[src/logic/tlic_pkg.sv]
package tlic_pkg;

    // ************************************************************
    // register map: printed offsets are indices, bus address is x4
    // ************************************************************
    localparam int ADDR_W = 18;
    localparam logic [15:0] SYSCTL_IDX = 16'hfff2;
    localparam logic [15:0] SENSE_IDX = 16'hfff4;
    localparam logic [15:0] ENABLE_IDX = 16'hfff5;
    localparam logic [15:0] STATUS_IDX = 16'hfff6;
    localparam logic [15:0] PRIO_A_IDX = 16'hfff8;
    localparam logic [15:0] PRIO_B_IDX = 16'hfff9;
    localparam logic [1:0] WORD_LSBS = 2'h0;

    // ************************************************************
    // reset values and field positions
    // ************************************************************
    localparam logic [7:0] SYSCTL_RST = 8'h0b;
    localparam logic [7:0] REG_RST = 8'h00;
    localparam int UBE_BIT = 3;
    localparam int NES_BIT = 2;

    // ************************************************************
    // sources and vector numbers
    // ************************************************************
    localparam int NUM_PINS = 6;
    localparam int NUM_INT = 30;
    localparam int NUM_SRC = NUM_PINS + NUM_INT;
    localparam int SRC_W = 6;
    localparam int CPU_AW = 24;
    localparam logic [7:0] VEC_NMI = 8'h07;
    localparam logic [7:0] VEC_TRAP = 8'h08;
    localparam logic [7:0] VEC_PIN = 8'h0c;
    localparam logic [7:0] VEC_INT = 8'h14;
    localparam int VEC_SH = 2;

    typedef enum logic {st_block, st_run} tlic_state_t;

    // priority bit of a request pin within {level_a, level_b}
    function automatic logic [3:0] pin_prio_bit(input int i);
        if (i == 0) return 4'hf;
        else if (i == 1) return 4'he;
        else if (i < 4) return 4'hd;
        else return 4'hc;
    endfunction

    // priority bit of a peripheral source: watchdog, refresh, five
    // timer channels of three, dma of four, two serial of four, adc
    function automatic logic [3:0] int_prio_bit(input int k);
        if (k < 2) return 4'hb;
        else if (k < 5) return 4'ha;
        else if (k < 8) return 4'h9;
        else if (k < 11) return 4'h8;
        else if (k < 14) return 4'h7;
        else if (k < 17) return 4'h6;
        else if (k < 21) return 4'h5;
        else if (k < 25) return 4'h3;
        else if (k < 29) return 4'h2;
        else return 4'h1;
    endfunction

endpackage

[src/logic/tlic_top.sv]
`timescale 1ns/1ps

// ************************************************************
// two level interrupt controller
// ************************************************************

// Summary of operation
// - block every request, nmi too, after reset
// - first instruction always runs before any interrupt
// - nmi, six request pins, thirty peripheral sources
// - each source has its own vector
// - nmi highest priority, ignores masks and levels
// - per module two levels, arbitrate simultaneous requests
// - three mask levels from mask and user bits
// - trap sets mask, also user bit if user bit enable is 0
// - trap vector chosen by number 0 to 3
// - word accesses force address lsb to zero
// - each pin falling edge or low level
// - nmi edge select: 0 falling, 1 rising
// - user bit enable: 0 mask, 1 user
// - system control loads 0b on reset, standby
// - status flags cleared by zero, one ignored
// - level a bits map pins, watchdog and refresh, and the first three timer channels
// - level a clears to 00 on reset
// - watchdog and refresh requests are peripheral sources
// - take only at instruction or exception end
// - taking saves state, sets mask, jumps vector
module tlic_top (
    input wire logic clk_i, // 20 MHz system clock
    input wire logic srst_i, // sync reset, active high
    input wire logic hw_standby_i, // hardware standby, resets regs
    input wire logic psel_i, // apb select
    input wire logic penable_i, // apb enable
    input wire logic pwrite_i, // apb direction
    input wire logic [tlic_pkg::ADDR_W-1:0] paddr_i, // apb address
    input wire logic [31:0] pwdata_i, // apb write data
    output logic [31:0] prdata_o, // apb read data
    output logic pready_o, // apb ready
    output logic pslverr_o, // apb error, unmapped
    input wire logic nmi_i, // nonmaskable pin
    input wire logic [tlic_pkg::NUM_PINS-1:0] irq_n_i, // request pins
    input wire logic [tlic_pkg::NUM_INT-1:0] int_req_i, // peripherals
    input wire logic imask_i, // cpu mask bit
    input wire logic umask_i, // cpu user or mask bit
    input wire logic boundary_i, // instruction or exception done
    input wire logic trap_i, // trap instruction waiting
    input wire logic [1:0] trap_num_i, // trap vector number
    input wire logic word_acc_i, // word or longword access
    input wire logic [tlic_pkg::CPU_AW-1:0] acc_addr_i, // cpu address
    output logic [tlic_pkg::CPU_AW-1:0] acc_addr_o, // aligned address
    output logic exc_take_o, // exception start pulse
    output logic [7:0] exc_vector_o, // vector number
    output logic [15:0] exc_vec_addr_o, // vector table address
    output logic set_i_o, // set cpu mask bit
    output logic set_um_o, // set cpu user or mask bit
    output logic int_pend_o // acceptable request waiting
);

    localparam int NS = tlic_pkg::NUM_SRC;
    localparam int NP = tlic_pkg::NUM_PINS;

    // ************************************************************
    // declarations
    // ************************************************************
    logic rst;
    logic [7:0] sysctl_r, sense_r, enable_r, prio_a_r, prio_b_r;
    logic [NP-1:0] stat_r, stat_nxt, seen_r, seen_nxt, pin_prev_r;
    logic nmi_prev_r, nmi_pend_r, nmi_pend_nxt, nmi_set;
    tlic_pkg::tlic_state_t state_r, state_nxt;
    logic pready_r, pready_nxt, pslverr_r;
    logic [31:0] prdata_r;
    logic apb_acc, apb_done, wr_en, rd_en;
    logic hit_sys, hit_sen, hit_ena, hit_sta, hit_pra, hit_prb;
    logic map_ok;
    logic [7:0] rd_val;
    logic ube, nes;
    logic [15:0] pab;
    logic [NS-1:0] req, lvl, cand1, cand0;
    logic ok0, ok1, any1, any_mask, int_go;
    logic take_int, take_trap, take_any, run_st;
    logic [tlic_pkg::SRC_W-1:0] win;
    logic [7:0] win_vec, vec_nxt;
    logic [NP-1:0] fall, set_w, hw_clr, sw_clr, pin_taken;
    logic [tlic_pkg::CPU_AW-1:0] addr_nxt;
    logic exc_take_r, set_i_r, set_um_r, int_pend_r;
    logic [7:0] vec_r;
    logic [15:0] vec_addr_r;
    logic [tlic_pkg::CPU_AW-1:0] acc_addr_r;

    // lowest set index wins, so equal levels go to the lower vector
    function automatic logic [tlic_pkg::SRC_W-1:0] first_set(
        input logic [NS-1:0] v);
        logic [tlic_pkg::SRC_W-1:0] idx;
        idx = '0;
        for (int j = NS - 1; j >= 0; j--) begin
            if (v[j]) begin
                idx = tlic_pkg::SRC_W'(j);
            end
        end
        return idx;
    endfunction

    // distinct vector for every source
    function automatic logic [7:0] src_vec(
        input logic [tlic_pkg::SRC_W-1:0] s);
        if (s < tlic_pkg::SRC_W'(NP)) begin
            return tlic_pkg::VEC_PIN + 8'(s);
        end else begin
            return tlic_pkg::VEC_INT + 8'(s) - 8'(NP);
        end
    endfunction

    // hardware standby resets the registers exactly as the pin does
    assign rst = srst_i | hw_standby_i;

    // ************************************************************
    // apb slave: one wait state, pready from a flop
    // ************************************************************
    assign apb_acc = psel_i & penable_i;
    assign apb_done = apb_acc & pready_r;
    assign wr_en = apb_done & pwrite_i;
    assign rd_en = apb_done & ~pwrite_i;
    assign pready_nxt = apb_acc & ~pready_r;

    // address decode against index times four
    assign hit_sys = paddr_i == {tlic_pkg::SYSCTL_IDX, tlic_pkg::WORD_LSBS};
    assign hit_sen = paddr_i == {tlic_pkg::SENSE_IDX, tlic_pkg::WORD_LSBS};
    assign hit_ena = paddr_i == {tlic_pkg::ENABLE_IDX, tlic_pkg::WORD_LSBS};
    assign hit_sta = paddr_i == {tlic_pkg::STATUS_IDX, tlic_pkg::WORD_LSBS};
    assign hit_pra = paddr_i == {tlic_pkg::PRIO_A_IDX, tlic_pkg::WORD_LSBS};
    assign hit_prb = paddr_i == {tlic_pkg::PRIO_B_IDX, tlic_pkg::WORD_LSBS};

    // read selection; reserved status bits read as zero
    always_comb begin
        map_ok = 1'b1;
        rd_val = 8'h00;
        if (hit_sys) begin
            rd_val = sysctl_r;
        end else if (hit_sen) begin
            rd_val = sense_r;
        end else if (hit_ena) begin
            rd_val = enable_r;
        end else if (hit_sta) begin
            rd_val = {{(8 - NP){1'b0}}, stat_r};
        end else if (hit_pra) begin
            rd_val = prio_a_r;
        end else if (hit_prb) begin
            rd_val = prio_b_r;
        end else begin
            map_ok = 1'b0;
        end
    end

    // data is loaded with pready so it is stable when sampled
    always_ff @(posedge clk_i) begin
        if (rst) begin
            pready_r <= 1'b0;
            prdata_r <= 32'h0000_0000;
            pslverr_r <= 1'b0;
        end else begin
            pready_r <= pready_nxt;
            if (pready_nxt) begin
                prdata_r <= pwrite_i ? 32'h0000_0000 : {24'h00_0000, rd_val};
                pslverr_r <= ~map_ok;
            end
        end
    end

    // ************************************************************
    // control registers; software standby leaves them alone
    // ************************************************************
    always_ff @(posedge clk_i) begin
        if (rst) begin
            sysctl_r <= tlic_pkg::SYSCTL_RST;
            sense_r <= tlic_pkg::REG_RST;
            enable_r <= tlic_pkg::REG_RST;
            prio_a_r <= tlic_pkg::REG_RST;
            prio_b_r <= tlic_pkg::REG_RST;
        end else if (wr_en) begin
            if (hit_sys) sysctl_r <= pwdata_i[7:0];
            if (hit_sen) sense_r <= pwdata_i[7:0];
            if (hit_ena) enable_r <= pwdata_i[7:0];
            if (hit_pra) prio_a_r <= pwdata_i[7:0];
            if (hit_prb) prio_b_r <= pwdata_i[7:0];
        end
    end

    assign ube = sysctl_r[tlic_pkg::UBE_BIT];
    assign nes = sysctl_r[tlic_pkg::NES_BIT];
    assign pab = {prio_a_r, prio_b_r};

    // ************************************************************
    // request pins: sense, status flags, clear by zero after read
    // ************************************************************
    for (genvar i = 0; i < NP; i++) begin : g_pin
        assign fall[i] = pin_prev_r[i] & ~irq_n_i[i];
        // edge or low level per pin
        assign set_w[i] = sense_r[i] ? fall[i] : ~irq_n_i[i];
        assign pin_taken[i] = take_int & ~nmi_pend_r
            & (win == tlic_pkg::SRC_W'(i));
        // level mode clears on service only once the pin is high
        assign hw_clr[i] = pin_taken[i] & (sense_r[i] | irq_n_i[i]);
        // a one written is ignored, zero clears a flag seen as one
        assign sw_clr[i] = wr_en & hit_sta & ~pwdata_i[i] & seen_r[i];
        // a new request beats a clear in the same cycle
        assign stat_nxt[i] = set_w[i]
            | (stat_r[i] & ~hw_clr[i] & ~sw_clr[i]);
        assign seen_nxt[i] = (seen_r[i] | (rd_en & hit_sta & stat_r[i]))
            & ~sw_clr[i] & stat_nxt[i];
    end

    // pins idle high, so prev starts high to avoid a false edge
    always_ff @(posedge clk_i) begin
        if (rst) begin
            stat_r <= '0;
            seen_r <= '0;
            pin_prev_r <= '1;
        end else begin
            stat_r <= stat_nxt;
            seen_r <= seen_nxt;
            pin_prev_r <= irq_n_i;
        end
    end

    // ************************************************************
    // nonmaskable edge latch
    // ************************************************************
    assign nmi_set = nes ? (~nmi_prev_r & nmi_i)
                         : (nmi_prev_r & ~nmi_i);
    assign nmi_pend_nxt = nmi_set | (nmi_pend_r & ~take_int);

    always_ff @(posedge clk_i) begin
        if (rst) begin
            nmi_prev_r <= 1'b0;
            nmi_pend_r <= 1'b0;
        end else begin
            nmi_prev_r <= nmi_i;
            nmi_pend_r <= nmi_pend_nxt;
        end
    end

    // ************************************************************
    // sources, levels and masking
    // ************************************************************
    for (genvar s = 0; s < NS; s++) begin : g_src
        if (s < NP) begin : g_p
            assign req[s] = stat_r[s] & enable_r[s];
            assign lvl[s] = pab[tlic_pkg::pin_prio_bit(s)];
        end else begin : g_i
            // slots 0 and 1 are watchdog and refresh timer events
            assign req[s] = int_req_i[s - NP];
            assign lvl[s] = pab[tlic_pkg::int_prio_bit(s - NP)];
        end
    end

    // mask bit alone, or mask and user bit as two levels
    assign ok0 = ~imask_i;
    assign ok1 = ube ? ~imask_i : (~imask_i | ~umask_i);
    assign cand1 = req & lvl & {NS{ok1}};
    assign cand0 = req & ~lvl & {NS{ok0}};
    assign any1 = |cand1;
    assign any_mask = any1 | (|cand0);
    // high level first, then lowest index inside the level
    assign win = any1 ? first_set(cand1) : first_set(cand0);
    assign win_vec = src_vec(win);

    // ************************************************************
    // acceptance sequencer
    // ************************************************************
    // nothing, nmi included, is taken until the first instruction
    // boundary after reset, so software can set its stack first
    always_comb begin
        state_nxt = state_r;
        case (state_r)
            tlic_pkg::st_block: begin
                if (boundary_i) begin
                    state_nxt = tlic_pkg::st_run;
                end
            end
            tlic_pkg::st_run: begin
                state_nxt = tlic_pkg::st_run;
            end
            default: begin
                state_nxt = tlic_pkg::st_block;
            end
        endcase
    end

    assign run_st = state_r == tlic_pkg::st_run;
    assign int_go = nmi_pend_r | any_mask;
    assign take_int = run_st & boundary_i & int_go;
    // a trap waits behind any interrupt at the same boundary
    assign take_trap = run_st & boundary_i & ~int_go & trap_i;
    assign take_any = take_int | take_trap;
    assign vec_nxt = take_trap ? tlic_pkg::VEC_TRAP + 8'(trap_num_i)
                   : nmi_pend_r ? tlic_pkg::VEC_NMI : win_vec;
    assign addr_nxt = word_acc_i
        ? {acc_addr_i[tlic_pkg::CPU_AW-1:1], 1'b0} : acc_addr_i;

    always_ff @(posedge clk_i) begin
        if (rst) begin
            state_r <= tlic_pkg::st_block;
        end else begin
            state_r <= state_nxt;
        end
    end

    // the cpu pushes pc and condition codes, then fetches the vector
    always_ff @(posedge clk_i) begin
        if (rst) begin
            exc_take_r <= 1'b0;
            vec_r <= 8'h00;
            vec_addr_r <= 16'h0000;
            set_i_r <= 1'b0;
            set_um_r <= 1'b0;
            int_pend_r <= 1'b0;
            acc_addr_r <= '0;
        end else begin
            exc_take_r <= take_any;
            set_i_r <= take_any;
            set_um_r <= take_trap & ~ube;
            int_pend_r <= int_go & run_st;
            acc_addr_r <= addr_nxt;
            if (take_any) begin
                vec_r <= vec_nxt;
                vec_addr_r <= 16'(vec_nxt) << tlic_pkg::VEC_SH;
            end
        end
    end

    // ************************************************************
    // outputs
    // ************************************************************
    assign prdata_o = prdata_r;
    assign pready_o = pready_r;
    assign pslverr_o = pslverr_r;
    assign exc_take_o = exc_take_r;
    assign exc_vector_o = vec_r;
    assign exc_vec_addr_o = vec_addr_r;
    assign set_i_o = set_i_r;
    assign set_um_o = set_um_r;
    assign int_pend_o = int_pend_r;
    assign acc_addr_o = acc_addr_r;

    // ************************************************************
    // checks
    // ************************************************************
    chk_block_after_reset: assert property (
        @(posedge clk_i) disable iff (rst)
        !run_st |=> !exc_take_o)
        else $error("exception taken before first instruction");

    chk_first_instr_runs: assert property (
        @(posedge clk_i) disable iff (rst)
        (!run_st && !boundary_i) |=> !run_st)
        else $error("left blocked state without a boundary");

    chk_nmi_wins: assert property (
        @(posedge clk_i) disable iff (rst)
        (take_int && nmi_pend_r)
        |=> exc_take_o && exc_vector_o == tlic_pkg::VEC_NMI)
        else $error("pending nmi not taken first");

    chk_take_at_boundary: assert property (
        @(posedge clk_i) disable iff (rst)
        exc_take_o |-> $past(boundary_i))
        else $error("exception started between boundaries");

    chk_trap_mask_bits: assert property (
        @(posedge clk_i) disable iff (rst)
        take_trap |=> set_i_o && (set_um_o == !$past(ube)))
        else $error("trap mask update wrong");

    chk_trap_vector: assert property (
        @(posedge clk_i) disable iff (rst)
        take_trap |=> exc_vector_o
            == tlic_pkg::VEC_TRAP + 8'($past(trap_num_i)))
        else $error("trap vector wrong");

    chk_sysctl_reset: assert property (
        @(posedge clk_i)
        rst |=> sysctl_r == tlic_pkg::SYSCTL_RST)
        else $error("system control reset value wrong");

    chk_prio_reset: assert property (
        @(posedge clk_i)
        rst |=> prio_a_r == tlic_pkg::REG_RST)
        else $error("level a not cleared by reset");

    chk_flag_no_set: assert property (
        @(posedge clk_i) disable iff (rst)
        (wr_en && hit_sta && set_w == '0)
        |=> (stat_r & ~$past(stat_r)) == '0)
        else $error("status write set a flag");

    chk_word_lsb: assert property (
        @(posedge clk_i) disable iff (rst)
        word_acc_i |=> !acc_addr_o[0])
        else $error("word access kept odd address");

    chk_vec_addr_pair: assert property (
        @(posedge clk_i) disable iff (rst)
        exc_take_o |-> exc_vec_addr_o
            == 16'(exc_vector_o) << tlic_pkg::VEC_SH)
        else $error("vector address does not match number");

    chk_mask_respected: assert property (
        @(posedge clk_i) disable iff (rst)
        (take_int && !nmi_pend_r) |-> (ok0 || (ok1 && any1)))
        else $error("masked request taken");

endmodule

[config.mk]
export PLATFORM = sky130hd
export DESIGN_NAME = tlic_top
export DESIGN_NICKNAME = d
export VERILOG_FILES = /design/src/logic/tlic_pkg.sv /design/src/logic/tlic_top.sv
export SDC_FILE = /design/constraint.sdc
export NUM_CORES = 1
export LEC_CHECK = 0
export ABC_AREA = 1
export BUFFER_PORTS_ARGS = -buffer_cell sky130_fd_sc_hd__buf_2
export CAP_MARGIN = 20
export CORE_ASPECT_RATIO = 1.5
export CORE_UTILIZATION = 54
export DETAILED_ROUTE_END_ITERATION = 10
export HOLD_SLACK_MARGIN = 0.06
export MAX_ROUTING_LAYER = met4
export PLACE_DENSITY_LB_ADDON = 0.25
export SLEW_MARGIN = 20
export SYNTH_ARGS = -nofsm -noshare
export SYNTH_HDL_FRONTEND = slang
export SYNTH_SLANG_ARGS = --single-unit
[constraint.sdc]
create_clock -name clk_i -period 5.4 [get_ports clk_i]
set_clock_uncertainty 0.05 [all_clocks]
set_input_delay 0.81 -clock clk_i [delete_from_list [all_inputs] [get_ports clk_i]]
set_output_delay 0.81 -clock clk_i [all_outputs]
set_load 0.005 [all_outputs]
==> results.yml <==
outcome:
  status: "completed"
placement:
  io_buffers: 151
  dp_hpwl_mm: 12.7
  pre_cts_slack_ns: 1.06
  gp_congestion: 0.925
timing:
  fin_ws_ns: 1.38
  rsz0062_at_grt: "no"
  tns_ns: 0
  fmax_mhz: 249
  finalHoldViolCount: 0
  fin_crit_ns: 4.02
  setup_violations: 0
  worst_slew_pin_slew_ns: 0.852
  drv_slew: 0
  period_share_pct: 74.4
  relSlewSlack_pct: 42.8
synth:
  synth_area_leaders: "dfxtp_1 34%, nand2_1 14%, inv_1 9.4%"
  yosys_most_used_dff: "dfxtp_1"
  synth_area_um2: 6240
  synth_common_cells: "232 x nand2_1, 156 x inv_1, 141 x nor2_1, 105 x dfxtp_1, 43 x buf_4"
  ys_ff_latch: 105
  postSynthCellCount: 966
  yosysTopAreaCellShare_pct: 33.7
  synth_top_area_cell: "dfxtp_1"
  syn_avg_cell_area_um2: 6.46
  synth_cell_types: 42
  synth_async_sr_flop_share_pct: 0
  yosysSeqAreaShare_pct: 33.7
  yosys_warnings: 0
  synth-edff-count: 0
  synth.most_common_cell: "nand2_1"
finish:
  syn_to_final_growth_pct: 15.4
  layout.nets: 1229
  multi_input_comb_area_um2: 3220
  final-seq-area_um2: 2100
  diodes: 0
  n_fill_cell: 1090
  drive_gt1_share_pct: 18.8
detailed_routing:
  vias: 6318
  routed_wl_mm: 16.1
  vias_per_cell: 5.04
  firstDrtPassIters: 5
  drc: 0
  final_antenna_net_count: 0
  drt_iter0_drc: 341
  wl_per_cell_um: 12.8
worst_hold_path:
  hp-start: "exc_vec_addr_o[8]"
  holdPathStages: 2
  holdCritPathClass: "register to register"
  whs_endpoint: "exc_vec_addr_o[8]"
run:
  max_cap_viol_count: 0
cts:
  clk_pin_slew_ns: 0.08
  cts-root-buf: "clkbuf_16"
  post_cts_buffers: 0
  cts_resized: 0
  numCtsBuffers: 9
  hold_buffers: 0
  clk_latency_ns: 0.34
  clock-sinks: 105
  clockBufferDepth: 2
  cts_tree: "yes"
  htreeDepth: 3
critical_path:
  rr_startpoint: "sysctl_r[3]"
  r2r_cells: 24
  critPathRequiredTime_ns: 5.58
  r2r-end: "seen_r[3]"
  path_class: "input pin to register"
  start_kind: "input pin"
  reg2reg_slack_ns: 1.71
  crit_path_max_fanout: 22
  end_kind: "register"
  arrival_ns: 4.20
grt:
  overflow: 0
  grt_pass1_wl_mm: 26.2
  grt_max_degree: 53
  grt_pass1_vias: 5845
  globalRouteTotalUtil_pct: 28.0
  antenna_found_initial: 0
floorplanning:
  die_area_um2: 12000
  rows: 47
  die_w_um: 89.7
  io_pins: 210
  dieHeight_um: 134
  start_util_pct: 56.1
  core_area_um2: 11100
power_and_ir_drop:
  p_leak_nw: 3.53
  p_per_area_nw_per_um2: 226
  ir_worst_vdd_v: 0.000233
## worst max-delay path by stage
stage | start | end | slack [ns] | depth (start not counted)
final | imask_i | seen_r[3] | 1.38 | 25
after global routing | imask_i | seen_r[3] | 1.01 | 26
after CTS | imask_i | seen_r[3] | 1.40 | 25
after detailed placement | imask_i | seen_r[3] | 1.06 | 25
after global placement | imask_i | seen_r[3] | 1.08 | 25
after floorplan | imask_i | exc_vec_addr_o[3] | 1.89 | 24
## critical path, cell delays in order
cell	delay, ns
buf_2	0.34
o21ai_4	0.22
inv_4	0.31
nor2_2	0.12
a21boi_0	0.22
nand2_1	0.16
nor2_2	0.12
inv_2	0.06
nor2_4	0.11
inv_2	0.06
nor3_4	0.33
nor4_4	0.07
nand3_1	0.08
nand2_1	0.08
inv_1	0.17
ha_1	0.18
inv_1	0.06
nor2_1	0.09
inv_1	0.08
nor2_2	0.14
inv_1	0.06
a21oi_1	0.11
nand2_1	0.06
nand3_1	0.08
a21oi_1	0.07
## kinds of logic (layout without fill, tap and decap cells)
group                    count (synthesis)  in the layout  synth area share, %
XOR/XNOR                                 1              1                0.140
buffers and inverters                  229            336                 16.7
adder cells (fa/ha/maj)                  4              4                0.803
AO/OA/AOI/OAI                          147            147                 15.4
other                                    1             34               0.0601
AND/OR/NAND/NOR                        479            479                 33.2
flip-flops                             105            105                 33.7
## metrics by stage
stage | cells | utilization (%) | hold slack [ns] | total power [W] | cell area [µm²]
finish | 1253 | 64.8 | 0.403 | 0.00163 | 7200
global route | 1253 | 64.8 | 0.429 | 0.00170 | 7200
CTS | 1253 | 64.8 | 0.404 | 0.00164 | 7200
detailed placement | 1237 | 62.1 | 0.392 | 0.00100 | 6900
global placement | 1237 | 62.1 | 0.387 | 0.00100 | 6900
floorplan | 999 | - | 0.379 | 0.000944 | 6360
## state kept, by name, summed over array words and instances (netlist names), 6 cells and up
signal,cells
acc_addr_o,24
enable_r,8
exc_vec_addr_o,7
pin_prev_r,6
prdata_o,8
prio_a_r,8
prio_b_r,8
seen_r,6
sense_r,8
stat_r,6
sysctl_r,8
## cells in the final DEF (no fill, tap or decap), types with 2 or more instances in the layout
cell	Yosys	routed
nor2_2	8	9
inv_2	9	9
ha_1	4	4
nand3_1	32	32
o2111ai_1	2	2
buf_4	43	2
nand3b_1	5	5
inv_1	156	156
buf_2	0	151
o21ai_2	2	2
a31oi_1	4	4
nor2_4	3	3
o21ai_1	5	5
inv_8	0	2
nor4_1	5	5
clkbuf_16	0	9
o21ai_0	30	30
dfxtp_1	105	105
clkinv_4	0	2
and2_1	4	4
nand2_1	232	232
o221ai_1	11	11
nor3_2	8	8
o211ai_1	14	14
o22ai_1	2	2
nor2_1	141	140
nand4_1	7	7
a211oi_1	37	37
a21oi_1	33	33
nor3_1	27	27
conb_1	1	34
a2bb2oi_1	5	5
nand2_2	3	3
## metal layers
metal | GRT usage [%] | wire [µm] | up-vias
met5 | - | 0 | -
li1 | - | - | 3287
met1 | 30.6 | 6490 | 2782
met4 | 17.5 | 926 | 0
met2 | 48.3 | 8040 | 199
met3 | 3.20 | 603 | 50
## layout make-up
cell class	instances	share of cell area, %
Multi-Input combinational cell	665	44.7
Inverter	167	8.74
Sequential cell	105	29.2
Clock inverter	6	0.782
Clock buffer	10	3.32
Tap cell	147	2.55
Timing Repair Buffer	153	10.7
## power breakdown
part | switching (W) | internal [W]
Sequential | 0.00000630 | 0.000787
Combinational | 0.000124 | 0.0000704
Clock | 0.000305 | 0.000335
Total | 0.000436 | 0.00119
No activity file was read; power rests on OpenSTA's default activity.
